## config.mk

```make
export PLATFORM = sky130hd
export DESIGN_NAME = bmd_top
export DESIGN_NICKNAME = d
export VERILOG_FILES = /design/src/hw/bmd_pkg.sv /design/src/hw/bmd_core_if.sv /design/src/hw/bmd_phase.sv /design/src/hw/bmd_decode.sv /design/src/hw/bmd_top.sv
export SDC_FILE = /design/constraint.sdc
export NUM_CORES = 1
export LEC_CHECK = 0
export ABC_AREA = 1
export BUFFER_PORTS_ARGS = -buffer_cell sky130_fd_sc_hd__clkbuf_2
export CAP_MARGIN = 10
export CORE_ASPECT_RATIO = 1.2
export CORE_MARGIN = 2
export CORE_UTILIZATION = 48
export CTS_CLUSTER_SIZE = 24
export DETAILED_ROUTE_END_ITERATION = 7
export GPL_ROUTABILITY_DRIVEN = 0
export PLACE_DENSITY = 0.81
export SLEW_MARGIN = 20
export SYNTH_ARGS = -nofsm -noshare
export SYNTH_HDL_FRONTEND = slang
export SYNTH_HIERARCHICAL = 1
export SYNTH_SLANG_ARGS = --single-unit
```

## constraint.sdc

```tcl
create_clock -name SYS_CLK_IN -period 2.4 [get_ports SYS_CLK_IN]
set_clock_uncertainty 0.05 [all_clocks]
set_input_delay 0.48 -clock SYS_CLK_IN [delete_from_list [all_inputs] [get_ports SYS_CLK_IN]]
set_output_delay 0.48 -clock SYS_CLK_IN [all_outputs]
set_load 0.005 [all_outputs]
```

## src/hw/bmd_pkg.sv

```systemverilog
`default_nettype none
package bmd_pkg;
	// ****************************************
	// phases and decoded operations
	// ****************************************
	typedef enum logic [3:0] {
		PH_Q1 = 4'h1,
		PH_Q2 = 4'h2,
		PH_Q3 = 4'h4,
		PH_Q4 = 4'h8
	} bmd_phase_t;

	typedef enum logic [3:0] {
		OP_NONE = 4'h1,
		OP_MOVB = 4'h2,
		OP_FF1  = 4'h4,
		OP_FF2  = 4'h8
	} bmd_op_t;

	// ****************************************
	// encodings and addressing
	// ****************************************
	localparam logic [5:0]  OPC_MOVB       = 6'h14;
	localparam logic [3:0]  OPC_FF1        = 4'hC;
	localparam logic [3:0]  OPC_FF2        = 4'hF;
	localparam int          BIT_DEST       = 9;
	localparam int          BIT_BANK       = 8;
	localparam int          ADDR_W         = 12;
	localparam int          BANK_W         = 4;
	localparam int          STATUS_W       = 5;
	localparam int          ST_Z           = 2;
	localparam int          ST_N           = 4;
	localparam logic [7:0]  ILO_MAX        = 8'h5F;
	localparam logic [7:0]  ACCESS_SPLIT   = 8'h60;
	localparam logic [3:0]  ACCESS_LO_PAGE = 4'h0;
	localparam logic [3:0]  ACCESS_HI_PAGE = 4'hF;

	// ****************************************
	// register map (byte addresses)
	// ****************************************
	localparam logic [7:0]  REG_CTRL       = 8'h00;
	localparam logic [7:0]  REG_BANK       = 8'h04;
	localparam logic [7:0]  REG_ACC        = 8'h08;
	localparam logic [7:0]  REG_STATUS     = 8'h0C;
	localparam logic [7:0]  REG_STATE      = 8'h10;
	localparam int          CTRL_EXT       = 0;
	localparam logic [7:0]  RST_ACC        = 8'h00;
	localparam logic [3:0]  RST_BANK       = 4'h0;
	localparam logic [4:0]  RST_STATUS     = 5'h00;
endpackage
`default_nettype wire

```

## src/hw/bmd_core_if.sv

```systemverilog
`timescale 1ns/1ps
`default_nettype none
interface bmd_core_if;
	import bmd_pkg::*;
	bmd_phase_t  phase;
	logic [15:0] word;
	logic        ff_pend;
	bmd_op_t     op;
	logic        dest_f;
	logic        bank_use;
	logic [7:0]  f8;
	logic [11:0] f12;

	modport seq  (output phase);
	modport dec  (input word, ff_pend, output op, dest_f, bank_use, f8, f12);
	modport core (input phase, op, dest_f, bank_use, f8, f12, output word, ff_pend);
endinterface // bmd_core_if
`default_nettype wire

```

## src/hw/bmd_phase.sv

```systemverilog
`timescale 1ns/1ps
`default_nettype none
module bmd_phase import bmd_pkg::*; (
	input  wire logic clk_in,  // core clock
	input  wire logic rstn_in, // sync reset, low
	bmd_core_if.seq   bus      // phase out
);
	typedef struct packed {
		bmd_phase_t ph;
	} bmd_ph_st_t;

	bmd_ph_st_t st;
	bmd_ph_st_t next_st;

	always_comb begin
		next_st = st;
		case (st.ph)
			PH_Q1: next_st.ph = PH_Q2;
			PH_Q2: next_st.ph = PH_Q3;
			PH_Q3: next_st.ph = PH_Q4;
			PH_Q4: next_st.ph = PH_Q1; // [RULE6]
			default: next_st.ph = PH_Q1;
		endcase
	end

	always_ff @(posedge clk_in) begin
		if (!rstn_in) begin
			st <= '{ph: PH_Q1};
		end else begin
			st <= next_st;
		end
	end

	assign bus.phase = st.ph;
endmodule // bmd_phase
`default_nettype wire

```

## src/hw/bmd_decode.sv

```systemverilog
`timescale 1ns/1ps
`default_nettype none
module bmd_decode import bmd_pkg::*; (
	bmd_core_if.dec bus // word in, fields out
);
	always_comb begin
		bus.dest_f   = bus.word[BIT_DEST];
		bus.bank_use = bus.word[BIT_BANK];
		bus.f8       = bus.word[7:0];
		bus.f12      = bus.word[11:0];
		// a lone second word decodes as no-op, which gives the skip its extra cycle
		if (bus.ff_pend) begin
			bus.op = OP_FF2; // [RULE7]
		end else if (bus.word[15:10] == OPC_MOVB) begin
			bus.op = OP_MOVB; // [RULE1]
		end else if (bus.word[15:12] == OPC_FF1) begin
			bus.op = OP_FF1; // [RULE7]
		end else begin
			bus.op = OP_NONE; // [RULE12]
		end
	end
endmodule // bmd_decode
`default_nettype wire

```

## src/hw/bmd_top.sv

```systemverilog
// Notes on behaviour
// [RULE1] single-byte move: 010100, dest, bank, address
// [RULE2] dest 0 to accumulator, 1 to register
// [RULE3] bank 0 access bank, 1 bank select
// [RULE4] access, extended, address<=95 gives indexed mode
// [RULE5] moved byte updates only negative, zero flags
// [RULE6] one word; decode, read, process, write
// [RULE7] two words: 1100 source, 1111 destination
// [RULE8] full 12-bit addresses, no bank selection
// [RULE9] accumulator usable as source or destination
// [RULE10] software never targets PC low or stack
// [RULE11] second cycle: no read, write in phase four
// [RULE12] file-to-file move keeps flags, two cycles
//
// The register addresses and the APB register port were chosen for this implementation.
`timescale 1ns/1ps
`default_nettype none
module bmd_top import bmd_pkg::*; #(
	parameter logic [11:0] ACC_DATA_ADDR = 12'hFE8 // data-space address of accumulator
) (
	input  wire logic        SYS_CLK_IN,     // core clock
	input  wire logic        RSTN_IN,        // sync reset, low
	input  wire logic [15:0] INSTR_IN,       // program word, sampled in phase one
	input  wire logic        SKIP_IN,        // squash word sampled in phase one
	output logic             INSTR_TAKE_OUT, // phase one, word taken
	output logic [11:0]      DMEM_ADDR_OUT,  // data address
	output logic             DMEM_RD_OUT,    // read strobe, phase two
	input  wire logic [7:0]  DMEM_RDATA_IN,  // read data, end of phase two
	output logic             DMEM_WR_OUT,    // write strobe, phase four
	output logic [7:0]       DMEM_WDATA_OUT, // write data
	output logic             DMEM_ILO_OUT,   // address is indexed offset
	output logic [7:0]       ACC_OUT,        // accumulator
	output logic [4:0]       STATUS_OUT,     // status flags
	input  wire logic        PSEL,           // apb select
	input  wire logic        PENABLE,        // apb enable
	input  wire logic        PWRITE,         // apb direction
	input  wire logic [7:0]  PADDR,          // apb byte address
	input  wire logic [31:0] PWDATA,         // apb write data
	output logic [31:0]      PRDATA,         // apb read data
	output logic             PREADY,         // apb ready
	output logic             PSLVERR         // apb error
);
	// ****************************************
	// elaboration checks
	// ****************************************
	if (ADDR_W != BANK_W + 8) begin : g_chk
		$error("bank and file address must span the data space");
	end

	// ****************************************
	// state
	// ****************************************
	typedef struct packed {
		logic               ext_en;
		logic [BANK_W-1:0]  bank_sel;
		logic [7:0]         acc;
		logic [STATUS_W-1:0] status;
		bmd_op_t            op;
		logic               dest_f;
		logic               ff_pend;
		logic [7:0]         data;
		logic               rd;
		logic               wr;
		logic               ilo;
		logic [ADDR_W-1:0]  addr;
		logic [31:0]        prdata;
	} bmd_top_st_t;

	bmd_top_st_t st;
	bmd_top_st_t next_st;
	bmd_core_if  cif ();

	bmd_phase u_phase (
		.clk_in  (SYS_CLK_IN),
		.rstn_in (RSTN_IN),
		.bus     (cif.seq)
	);

	bmd_decode u_decode (
		.bus (cif.dec)
	);

	assign cif.word    = INSTR_IN;
	assign cif.ff_pend = st.ff_pend;

	// ****************************************
	// bus decode
	// ****************************************
	logic        apb_wr;
	logic        mapped;
	logic [31:0] rd_mux;
	logic        ilo_hit;
	logic [11:0] movb_addr;

	always_comb begin
		mapped = 1'b1;
		rd_mux = 32'h0000_0000;
		case (PADDR)
			REG_CTRL:   rd_mux[CTRL_EXT] = st.ext_en;
			REG_BANK:   rd_mux[BANK_W-1:0] = st.bank_sel;
			REG_ACC:    rd_mux[7:0] = st.acc;
			REG_STATUS: rd_mux[STATUS_W-1:0] = st.status;
			REG_STATE:  rd_mux[8:0] = {st.ff_pend, st.op, cif.phase};
			default:    mapped = 1'b0;
		endcase
		// qualified only after the decode above has settled
		apb_wr = PSEL && PENABLE && PWRITE && mapped;
	end

	// ****************************************
	// address formation
	// ****************************************
	always_comb begin
		ilo_hit = !cif.bank_use && st.ext_en && (cif.f8 <= ILO_MAX); // [RULE4]
		if (cif.bank_use) begin
			movb_addr = {st.bank_sel, cif.f8}; // [RULE3]
		end else if (ilo_hit) begin
			// offset arithmetic lives outside; the raw literal is passed on
			movb_addr = {ACCESS_LO_PAGE, cif.f8}; // [RULE4]
		end else if (cif.f8 < ACCESS_SPLIT) begin
			movb_addr = {ACCESS_LO_PAGE, cif.f8}; // [RULE3]
		end else begin
			movb_addr = {ACCESS_HI_PAGE, cif.f8}; // [RULE3]
		end
	end

	// ****************************************
	// next state
	// ****************************************
	always_comb begin
		next_st    = st;
		next_st.rd = 1'b0;
		next_st.wr = 1'b0;
		if (PSEL && !PENABLE) begin
			next_st.prdata = rd_mux;
		end
		if (apb_wr) begin
			case (PADDR)
				REG_CTRL:   next_st.ext_en = PWDATA[CTRL_EXT];
				REG_BANK:   next_st.bank_sel = PWDATA[BANK_W-1:0];
				REG_ACC:    next_st.acc = PWDATA[7:0];
				REG_STATUS: next_st.status = PWDATA[STATUS_W-1:0];
				default:    ;
			endcase
		end
		// core updates land after bus writes so execution wins a collision
		case (cif.phase)
			PH_Q1: begin
				next_st.op      = SKIP_IN ? OP_NONE : cif.op;
				next_st.dest_f  = cif.dest_f;
				next_st.ff_pend = 1'b0;
				next_st.ilo     = 1'b0;
				if (!SKIP_IN) begin
					case (cif.op)
						OP_MOVB: begin
							next_st.addr = movb_addr; // [RULE1]
							next_st.ilo  = ilo_hit; // [RULE4]
							next_st.rd   = ilo_hit || (movb_addr != ACC_DATA_ADDR);
						end
						OP_FF1: begin
							next_st.ff_pend = 1'b1; // [RULE7]
							next_st.addr    = cif.f12; // [RULE8]
							next_st.rd      = (cif.f12 != ACC_DATA_ADDR); // [RULE9]
						end
						OP_FF2: begin
							next_st.addr = cif.f12; // [RULE8]
						end
						default: ;
					endcase
				end
			end
			PH_Q2: begin
				if (st.op == OP_MOVB || st.op == OP_FF1) begin
					next_st.data = st.rd ? DMEM_RDATA_IN : st.acc; // [RULE9]
				end
			end
			PH_Q3: begin
				if (st.op == OP_MOVB && st.dest_f) begin
					next_st.wr = st.ilo || (st.addr != ACC_DATA_ADDR); // [RULE2]
				end
				if (st.op == OP_FF2) begin
					next_st.wr = (st.addr != ACC_DATA_ADDR); // [RULE11]
				end
			end
			PH_Q4: begin
				if (st.op == OP_MOVB) begin
					if (!st.dest_f || (!st.ilo && st.addr == ACC_DATA_ADDR)) begin
						next_st.acc = st.data; // [RULE2]
					end
					next_st.status[ST_N] = st.data[7]; // [RULE5]
					next_st.status[ST_Z] = (st.data == 8'h00); // [RULE5]
				end
				if (st.op == OP_FF2 && st.addr == ACC_DATA_ADDR) begin
					next_st.acc = st.data; // [RULE9]
				end
			end
			default: ;
		endcase
	end

	always_ff @(posedge SYS_CLK_IN) begin
		if (!RSTN_IN) begin
			st <= '{
				ext_en:  1'b0,
				bank_sel: RST_BANK,
				acc:     RST_ACC,
				status:  RST_STATUS,
				op:      OP_NONE,
				dest_f:  1'b0,
				ff_pend: 1'b0,
				data:    8'h00,
				rd:      1'b0,
				wr:      1'b0,
				ilo:     1'b0,
				addr:    12'h000,
				prdata:  32'h0000_0000
			};
		end else begin
			st <= next_st;
		end
	end

	// ****************************************
	// outputs
	// ****************************************
	assign INSTR_TAKE_OUT = (cif.phase == PH_Q1);
	assign DMEM_ADDR_OUT  = st.addr;
	assign DMEM_RD_OUT    = st.rd;
	assign DMEM_WR_OUT    = st.wr;
	assign DMEM_WDATA_OUT = st.data;
	assign DMEM_ILO_OUT   = st.ilo;
	assign ACC_OUT        = st.acc;
	assign STATUS_OUT     = st.status;
	assign PRDATA         = st.prdata;
	// answer follows setup by exactly one cycle, so ready never waits
	assign PREADY         = 1'b1;
	assign PSLVERR        = PSEL && PENABLE && !mapped;
endmodule // bmd_top
`default_nettype wire

```

Word-level counts from Yosys, hierarchy flattened
Index checks and enable logic that the tools add are counted.
{"block": "totals", "ff_bits": 60}
{"block": "op_classes", "mux": 32, "reduce_logical": 31, "n_eq_ne": 20, "bitwise_logic": 3, "order_cmp": 2}
{"cell": "$mux W12", "count": 3}
{"cell": "$ne A12 B12 Y1 const B", "count": 3}
{"cell": "$mux W8", "count": 4}
{"cell": "$mux W13", "count": 2}
{"cell": "$pmux W12 S2", "count": 1}
{"cell": "$mux W9", "count": 2}
{"cell": "$eq A4 B4 Y1 const B", "count": 4}
{"cell": "$eq A8 B4 Y1 const B", "count": 2}
{"cell": "$logic_not A8 Y1", "count": 2}
{"cell": "$eq A12 B12 Y1 const B", "count": 1}
{"cell": "$eq A4 B2 Y1 const B", "count": 3}
{"cell": "$eq A4 B3 Y1 const B", "count": 3}
{"cell": "$mux W4", "count": 3}
{"cell": "$pmux W3 S4", "count": 1}
{"cell": "$pmux W4 S3", "count": 1}
{"cell": "$logic_and A1 B1 Y1", "count": 10}
{"cell": "$reduce_and A2 Y1", "count": 5}
{"cell": "$mux W1", "count": 9}
{"cell": "$eq A8 B3 Y1 const B", "count": 1}
{"cell": "$eq A8 B5 Y1 const B", "count": 1}
{"cell": "$le A8 B7 Y1 const B", "count": 1}
{"cell": "$lt A8 B7 Y1 const B", "count": 1}
{"cell": "$eq A6 B5 Y1 const B", "count": 1}
{"cell": "$pmux W3 S2", "count": 1}
{"cell": "other kinds (14)", "count": 23}

Logic depth before layout (Yosys ltp)
Gate-level depths: netlist of the first run.
{"block": "logic_depth", "ltp_word": 9, "mapped_depth": 14}

By module
Netlist of the first run, hierarchy kept.
{"mod": "bmd_top", "cells_each": 526, "area_per_inst_um2": 3595.9, "seq_area_each_um2": 1121.1, "instances": 1}
{"mod": "bmd_decode", "cells_each": 39, "area_per_inst_um2": 241.5, "seq_area_each_um2": 0.0, "instances": 1}
{"mod": "bmd_phase", "cells_each": 19, "area_per_inst_um2": 143.9, "seq_area_each_um2": 80.1, "instances": 1}

Worst setup path before layout of the first run
Ideal clock, no wire load.
{"block": "synth_timing", "path_type": "input-to-reg", "start": "input INSTR_IN[12]", "end": "register st, in the netlist DMEM_ADDR_OUT[10]", "stages": 14, "slack_ns": 0.508, "t_arrival_ns": 1.723, "setup_time_ns": 0.119, "n_path_buf": 1, "cell_sequence": "inv_1 -> nor2_1 -> nand2_1 -> nor2_2 -> nor2_1 -> inv_1 -> nand4_1 -> nand2_2 -> clkinv_2 -> nand2_1 -> nand2_2 -> buf_2 -> a211oi_1 -> nor2_1"}
{"block": "synth_between", "elab_chain_cells": 8, "word_cells_on_any_way": 12, "cone_classes": "eq/ne: 5; mux: 4; reduce/logical: 3"}
{"element": "start, declared", "line_no": "bmd_top.sv:23", "text": "input wire logic [15:0] INSTR_IN,"}
{"element": "$eq A4 B4 Y1", "line_no": "bmd_decode.sv:16", "text": "end else if (bus.word[15:12] == OPC_FF1) begin"}
{"element": "$mux W3", "line_no": "bmd_decode.sv:16"}
{"element": "$mux W4 (*)", "line_no": "bmd_decode.sv:14", "text": "end else if (bus.word[15:10] == OPC_MOVB) begin"}
{"element": "$mux W4 (*)", "line_no": "bmd_decode.sv:12", "text": "if (bus.ff_pend) begin"}
{"element": "net cif.op[0]", "line_no": "bmd_core_if.sv:8", "text": "bmd_op_t op;"}
{"element": "$eq A4 B4 Y1 / $eq A4 B3 Y1 (equally long branches)", "line_no": "bmd_top.sv:154", "text": "case (cif.op)"}
{"element": "$reduce_or A2 Y1 (no source line)"}
{"element": "$reduce_bool A2 Y1 (no source line)"}
{"element": "$reduce_and A3 Y1 (no source line)"}
{"element": "end signal, assigned", "line_no": "bmd_top.sv:203", "text": "st <= '{"}
{"element": "end signal, assigned", "line_no": "bmd_top.sv:219", "text": "st <= next_st;"}
{"element": "end, declared", "line_no": "bmd_top.sv:69", "text": "bmd_top_st_t st;"}
The timed path passes the listed nets; every way through them passes the cells marked *.
A chain may end at the register's enable or synchronous reset.

Worst setup path in the final report of the first run
{"block": "layout_timing", "start": "input PADDR[1]", "end": "output PSLVERR"}
{"block": "layout_between", "elab_chain_cells": 5, "word_cells_on_any_way": 9, "cone_classes": "eq/ne: 4; mux: 1; reduce/logical: 4"}
{"element": "start, declared", "line_no": "bmd_top.sv:37", "text": "input wire logic [7:0] PADDR,"}
{"element": "$eq A8 B4 Y1 (tied with other cells)", "line_no": "bmd_top.sv:98", "text": "case (PADDR)"}
{"element": "$reduce_or A5 Y1 (no source line) (*)"}
{"element": "$mux W1 (*)", "line_no": "bmd_top.sv:98"}
{"element": "$logic_not A1 Y1 (*)", "line_no": "bmd_top.sv:237", "text": "assign PSLVERR = PSEL && PENABLE && !mapped;"}
{"element": "$logic_and A1 B1 Y1 (*)", "line_no": "bmd_top.sv:237"}
{"element": "end, declared", "line_no": "bmd_top.sv:41", "text": "output logic PSLVERR"}
Every way passes the cells marked *; elsewhere a longest branch is shown, timed or not.

==> results.sh, run 1 <==
export IMPL_wire_per_inst_um=12.91
export IMPL_clock_fmax_ghz=0.4829
export IMPL_async_flop_share_pct=0
export IMPL_drtIter0Drc=257
export IMPL_p_per_area_nw_per_um2=526.1
export IMPL_final_layout_size_suffix_gt1_share_pct=23.86
export IMPL_antenna_left=0
export IMPL_ctsHtreeMaxLevel=3
export IMPL_rrSetupSlack_ns=0.48
export IMPL_critical_path_max_fanout=14
export IMPL_clockBufferDepth=2
export IMPL_layout_min_cycle_time_ns=2.071
export IMPL_slew_viol_final=0
export IMPL_worstSetupEndpointType="output port"
export IMPL_diodes=0
export IMPL_outcome="finished clean"
export IMPL_drt_total_wl_um=9177
export IMPL_peakVddDrop_mv=0.2837
export IMPL_root_buffer="clkbuf_8"
export IMPL_yosys_top_cells_area="dfxtp_1 30%, buf_4 17%, nand2_1 9.3%"
export IMPL_syn_inst=584
export IMPL_vias=3558
export IMPL_synth_edf_count=0
export IMPL_cts_hold_buf=0
export IMPL_timing_rr_start="cif.ff_pend"
export IMPL_cap_violations=0
export IMPL_pre_cts_ws_ns=0.2160
export IMPL_post_cts_buffers=0
export IMPL_grt_overflow_total=0
export IMPL_synth_avg_cell_area_um2=6.817
export IMPL_grt_start_max_net_pins=39
export IMPL_insertion_delay_ns=0.35
export IMPL_leakagePower_nw=2.037
export IMPL_hp_start="PWDATA[1]"
export IMPL_numCtsBuffers=9
export IMPL_grt_pass1_vias=3370
export IMPL_ys_seq_area_share_pct=30.17
export IMPL_reg2reg_depth=12
export IMPL_clkTransAtPathRegs_ns=0.07
export IMPL_hold_path_class="in2reg"
export IMPL_avgViaCountPerCell=5.004
export IMPL_clock_sinks=60
export IMPL_setup_violations_final=0
export IMPL_mappedNetlistArea_um2=3981
export IMPL_io_buffer_count=92
export IMPL_holdWs_ns=0.3919
export IMPL_grt_total_usage_pct=20.10
export IMPL_crit_arrival_ns=1.54
export IMPL_r2r_end="DMEM_ADDR_OUT[11]"
export IMPL_rows=36
export IMPL_yosysWarnings=6
export IMPL_synth_top_flop_cell="dfxtp_1"
export IMPL_hold_viol=0
export IMPL_whs_endpoint="STATUS_OUT[1]"
export IMPL_whs_path_depth=3
export IMPL_synth_seq_cells=60
export IMPL_dieArea_um2=9042
export IMPL_setup_ws_ns=0.3291
export IMPL_yosysMostFrequentCell="nand2_1"
export IMPL_synth_cell_types=39
export IMPL_cp_required_ns=1.87
export IMPL_fin_setup_tns_ns=0
export IMPL_drc=0
export IMPL_tightest_slew_ns=0.6452
export IMPL_critPathKind="in2out"
export IMPL_grt_pass1_wl_um=14790
export IMPL_final_nets=681
export IMPL_min_period_over_period_pct=86.29
export IMPL_ctsResizeCount=0
export IMPL_netlist_area_leader_share_pct=30.17
export IMPL_start_util_pct=49.10
export IMPL_area_delta_synth_final_pct=4.180
export IMPL_grt_antenna_before_repair=0
export IMPL_dr_pass1_iters=5
export IMPL_coreArea_um2=8108
export IMPL_fp_dieW_um=87.14
export IMPL_startpoint_type="input port"
export IMPL_dp_hpwl_um=7233
export IMPL_rsz0062_at_grt="false"
export IMPL_cts_tree="yes"
export IMPL_io_pins=141
export IMPL_yosys_top_cells_count="99 x nand2_1, 91 x buf_4, 78 x inv_1"
export IMPL_yosys_area_top_type="dfxtp_1"
export IMPL_max_slew_margin_rel_pct=56.94
export IMPL_dieHeight_um=103.8
[worst max-delay path, stage by stage]
cell and delay [ns]:
clkbuf_2 0.10, nor2_4 0.14, nand2_1 0.11, nor2_2 0.26
nor2_2 0.08, nand3_4 0.19, nor2_1 0.06, clkbuf_2 0.11
[logic make-up (layout without fill, tap and decap cells)]
| group | Yosys count | after routing | share of synthesized area [%] |
|---|---|---|---|
| AOI/OAI and AO/OA | 104 | 104 | 14.05 |
| buffers and inverters | 187 | 197 | 26.59 |
| DFF | 60 | 60 | 30.17 |
| muxes | 4 | 4 | 1.131 |
| other | 2 | 24 | 0.1886 |
| and+or+nand+nor | 227 | 227 | 27.88 |
[layer usage]
| metal | share of wire, % | GRT usage [%] | vias to the layer above |
|---|---|---|---|
| met5 | 0 | 0 | - |
| met4 | 3.0 | 10.22 | 0 |
| met3 | 5.2 | 3.506 | 21 |
| met2 | 50 | 34.30 | 127 |
| met1 | 42 | 23.63 | 1591 |
| li1 | - | - | 1819 |
[flip-flops by register name, summed over array words and instances (netlist names), 4 cells and up]
name / flops
ACC_OUT: 8
DMEM_ADDR_OUT: 12
u_phase/bus.phase: 4
PRDATA: 9
STATUS_OUT: 5
st: 10
DMEM_WDATA_OUT: 8
[worst max-delay path by stage]
stage          depth (start not counted)          from                end
6_report                               8      PADDR[1]            PSLVERR
5_1_grt                                8      PADDR[1]            PSLVERR
4_1_cts                                8      PADDR[1]            PSLVERR
3_5_place_dp                          13  INSTR_IN[10]  DMEM_ADDR_OUT[11]
3_3_place_gp                          14  INSTR_IN[11]   DMEM_ADDR_OUT[9]
2_1_floorplan                         14  INSTR_IN[12]  DMEM_ADDR_OUT[10]
[cells in the final DEF, fill, tap and decap left out]
master / count
nor2_1: 48
bufinv_16: 1
dfxtp_1: 60
nand3_2: 1
o21ai_0: 51
clkinv_1: 1
buf_4: 6
a22oi_1: 1
nor2_2: 10
mux2_2: 4
clkinvlp_4: 1
o22ai_1: 2
nor4_1: 5
a211oi_1: 4
clkbuf_8: 11
nor3_2: 1
nand2_2: 3
nor2_4: 4
clkbuf_1: 1
clkbuf_2: 92
nand2_1: 99
nand3b_1: 5
conb_1: 24
a21oi_1: 39
nor2_8: 1
nor3_1: 5
nand2_4: 3
o211a_1: 1
nand4_1: 17
o221ai_1: 3
clkinv_2: 3
inv_2: 2
nand4_2: 1
a22o_1: 1
inv_1: 78
a31oi_1: 1
inv_4: 1
o31ai_1: 1
nand3_1: 22
nand3_4: 2
[power by group]
part	switching, mW	total, mW	internal, mW	leakage, nW
Combinational	0.149	0.231	0.0812	1.45
Sequential	0.0166	1.03	1.01	0.485
Clock	0.390	0.923	0.533	0.102
[per-stage QoR]
stage	instances	utilization [%]	power [mW]	area, um^2
3_5_place_dp	695	48.66	1.278	3945
2_1_floorplan	606	-	1.248	4064
3_3_place_gp	695	48.66	1.268	3945
6_report	711	51.16	2.182	4148
5_1_grt	711	51.16	2.261	4148
4_1_cts	711	51.16	2.192	4148
[final cells by class]
type | count | area, um^2
fill | 803 | 3960
multi-input combinational | 359 | 1804
sequential | 60 | 1201
timing repair buffer | 98 | 505.5
inverter | 83 | 315.3
clock buffer | 12 | 155.1
tap | 95 | 118.9
clock inverter | 4 | 47.55
Power figures use the tool's default switching activity.
==> run 2: changes to the inputs <==
Settings changed: PLACE_DENSITY 0.81 to 0.78.
==> run 2 against run 1 <==
Flip-flop and latch count unchanged. Worst setup slack better by 0.057 ns. Worst hold slack worse by 0.0061 ns. Highest routed layer unchanged. Critical endpoint unchanged. Global-route usage up 0.28 points. Largest power group unchanged.
==> results.sh, run 2 (same netlist as run 1, synthesis figures left out) <==
export IMPL_fin_setup_tns_ns=0
export IMPL_fp_dieW_um=87.14
export IMPL_io_pins=141
export IMPL_wl_met2_um=4389
export IMPL_grt_pass1_wl_um=14950
export IMPL_grt_antenna_before_repair=0
export IMPL_avgViaCountPerCell=5.089
export IMPL_routed_wl_met3_um=567
export IMPL_startpoint_type="input port"
export IMPL_cp_required_ns=1.87
export IMPL_p_int_mw=1.652
export IMPL_hold_path_class="in2reg"
export IMPL_wl_met1_um=4043
export IMPL_peakVddDrop_mv=0.2412
export IMPL_p_total_mw=2.206
export IMPL_largest_reg_flops=12
export IMPL_max_slew_margin_rel_pct=52.09
export IMPL_slew_viol_final=0
export IMPL_setup_ws_ns=0.3857
export IMPL_crit_family="simple AND/OR/NAND/NOR gates"
export IMPL_top_layer="met4"
export IMPL_combPwrFrac_pct=10.5
export IMPL_area_delta_synth_final_pct=4.557
export IMPL_dieHeight_um=103.8
export IMPL_p_per_area_nw_per_um2=529.8
export IMPL_root_buffer="clkbuf_8"
export IMPL_ctsResizeCount=0
export IMPL_dr_pass1_iters=5
export IMPL_dp_hpwl_um=7111
export IMPL_power_switching_share_pct=25.09
export IMPL_ctsHtreeMaxLevel=3
export IMPL_cap_violations=0
export IMPL_layout_commonest_cell="nand2_1"
export IMPL_p_switching_mw=0.5534
export IMPL_clock_sinks=60
export IMPL_crit_buf_inv=3
export IMPL_outcome="finished clean"
export IMPL_insertion_delay_ns=0.34
export IMPL_wire_per_inst_um=13.00
export IMPL_path_common_cell="clkbuf_2"
export IMPL_setup_violations_final=0
export IMPL_rsz0062_at_grt="false"
export IMPL_start_util_pct=49.10
export IMPL_leakagePower_nw=2.041
export IMPL_drt_total_wl_um=9243
export IMPL_rows=36
export IMPL_drc=0
export IMPL_cts_hold_buf=0
export IMPL_post_cts_buffers=0
export IMPL_pwr_share_seq_pct=46.6
export IMPL_worstSetupEndpointType="output port"
export IMPL_grt_start_max_net_pins=39
export IMPL_final_layout_size_suffix_gt1_share_pct=24.03
export IMPL_dieArea_um2=9042
export IMPL_diodes=0
export IMPL_tightest_slew_ns=0.7179
export IMPL_clock_fmax_ghz=0.4965
export IMPL_cpPeakStageDelay_ns=0.20
export IMPL_clockBufferDepth=2
export IMPL_rrSetupSlack_ns=0.51
export IMPL_slowest_stage="nand3_4"
export IMPL_drtIter0Drc=215
export IMPL_min_period_over_period_pct=83.93
export IMPL_antenna_left=0
export IMPL_cts_tree="yes"
export IMPL_grt_overflow_total=0
export IMPL_final_cell_mix="99 x nand2_1, 92 x clkbuf_2, 78 x inv_1, 60 x dfxtp_1, 51 x o21ai_0"
export IMPL_holdWs_ns=0.3858
export IMPL_clkTransAtPathRegs_ns=0.07
export IMPL_coreArea_um2=8108
export IMPL_critical_path_max_fanout=14
export IMPL_grt_pass1_vias=3274
export IMPL_io_buffer_count=92
export IMPL_power_share_clock_pct=42.9
export IMPL_final_nets=682
export IMPL_vias=3618
export IMPL_hold_viol=0
export IMPL_pre_cts_ws_ns=0.1964
export IMPL_grt_total_usage_pct=20.39
export IMPL_critPathKind="in2out"
export IMPL_crit_arrival_ns=1.48
export IMPL_layout_min_cycle_time_ns=2.014
export IMPL_numCtsBuffers=9
export IMPL_critical_path_cell_chain="clkbuf_2 > nor2_2 > nand2_4 > nor2_8 > inv_2 > nand3_4 > nor2_1 > clkbuf_2"
[run 2: cell types whose count changed in the layout (fill, tap and decap cells not counted)]
cell,change
clkinvlp_4,+1
clkbuf_1,-1
buf_4,+1
clkbuf_8,+1
clkinv_2,-2
[run 2: layout make-up]
| class | instances | area, um^2 |
|---|---|---|
| Multi-Input combinational cell | 359 | 1804 |
| Clock buffer | 12 | 165.2 |
| Clock inverter | 3 | 45.04 |
| Tap cell | 95 | 118.9 |
| Timing Repair Buffer | 99 | 513.0 |
| Sequential cell | 60 | 1201 |
| Fill cell | 814 | 3945 |
| Inverter | 83 | 315.3 |
[run 2: worst min-delay path, stage by stage]
cell      delay [ns]
clkbuf_2        0.12
nand3_1         0.08
a21oi_1         0.05
[run 2: stage by stage]
stage	area [um^2]	utilization (%)	cells
finish	4163	51.34	711
global route	4163	51.34	711
CTS	4163	51.34	711
detailed placement	3953	48.75	696
global placement	3953	48.75	696
floorplan	4064	-	606
[run 2: worst paths after layout]
check         startpoint           endpoint  cells past startpoint
max reg2reg  cif.ff_pend  DMEM_ADDR_OUT[11]                     12
min            PWDATA[0]      STATUS_OUT[0]                      3
min reg2reg    PRDATA[1]          PRDATA[1]                      2
max             PADDR[7]            PSLVERR                      8
[run 2: layer usage]
layer | track usage [%] | vias to the layer above
met5 | 0 | -
met4 | 9.231 | 0
met3 | 3.506 | 24
met2 | 32.33 | 147
met1 | 26.74 | 1623
li1 | - | 1824
[run 2: power groups by stage]
stage                     clock network [mW]  logic (mW)  registers [mW]
after CTS                              0.957       0.228            1.03
final                                  0.945       0.232            1.03
after global placement                     0       0.221            1.05
after floorplan                            0       0.202            1.05
after global routing                    1.00       0.258            1.03
after detailed placement                   0       0.226            1.05
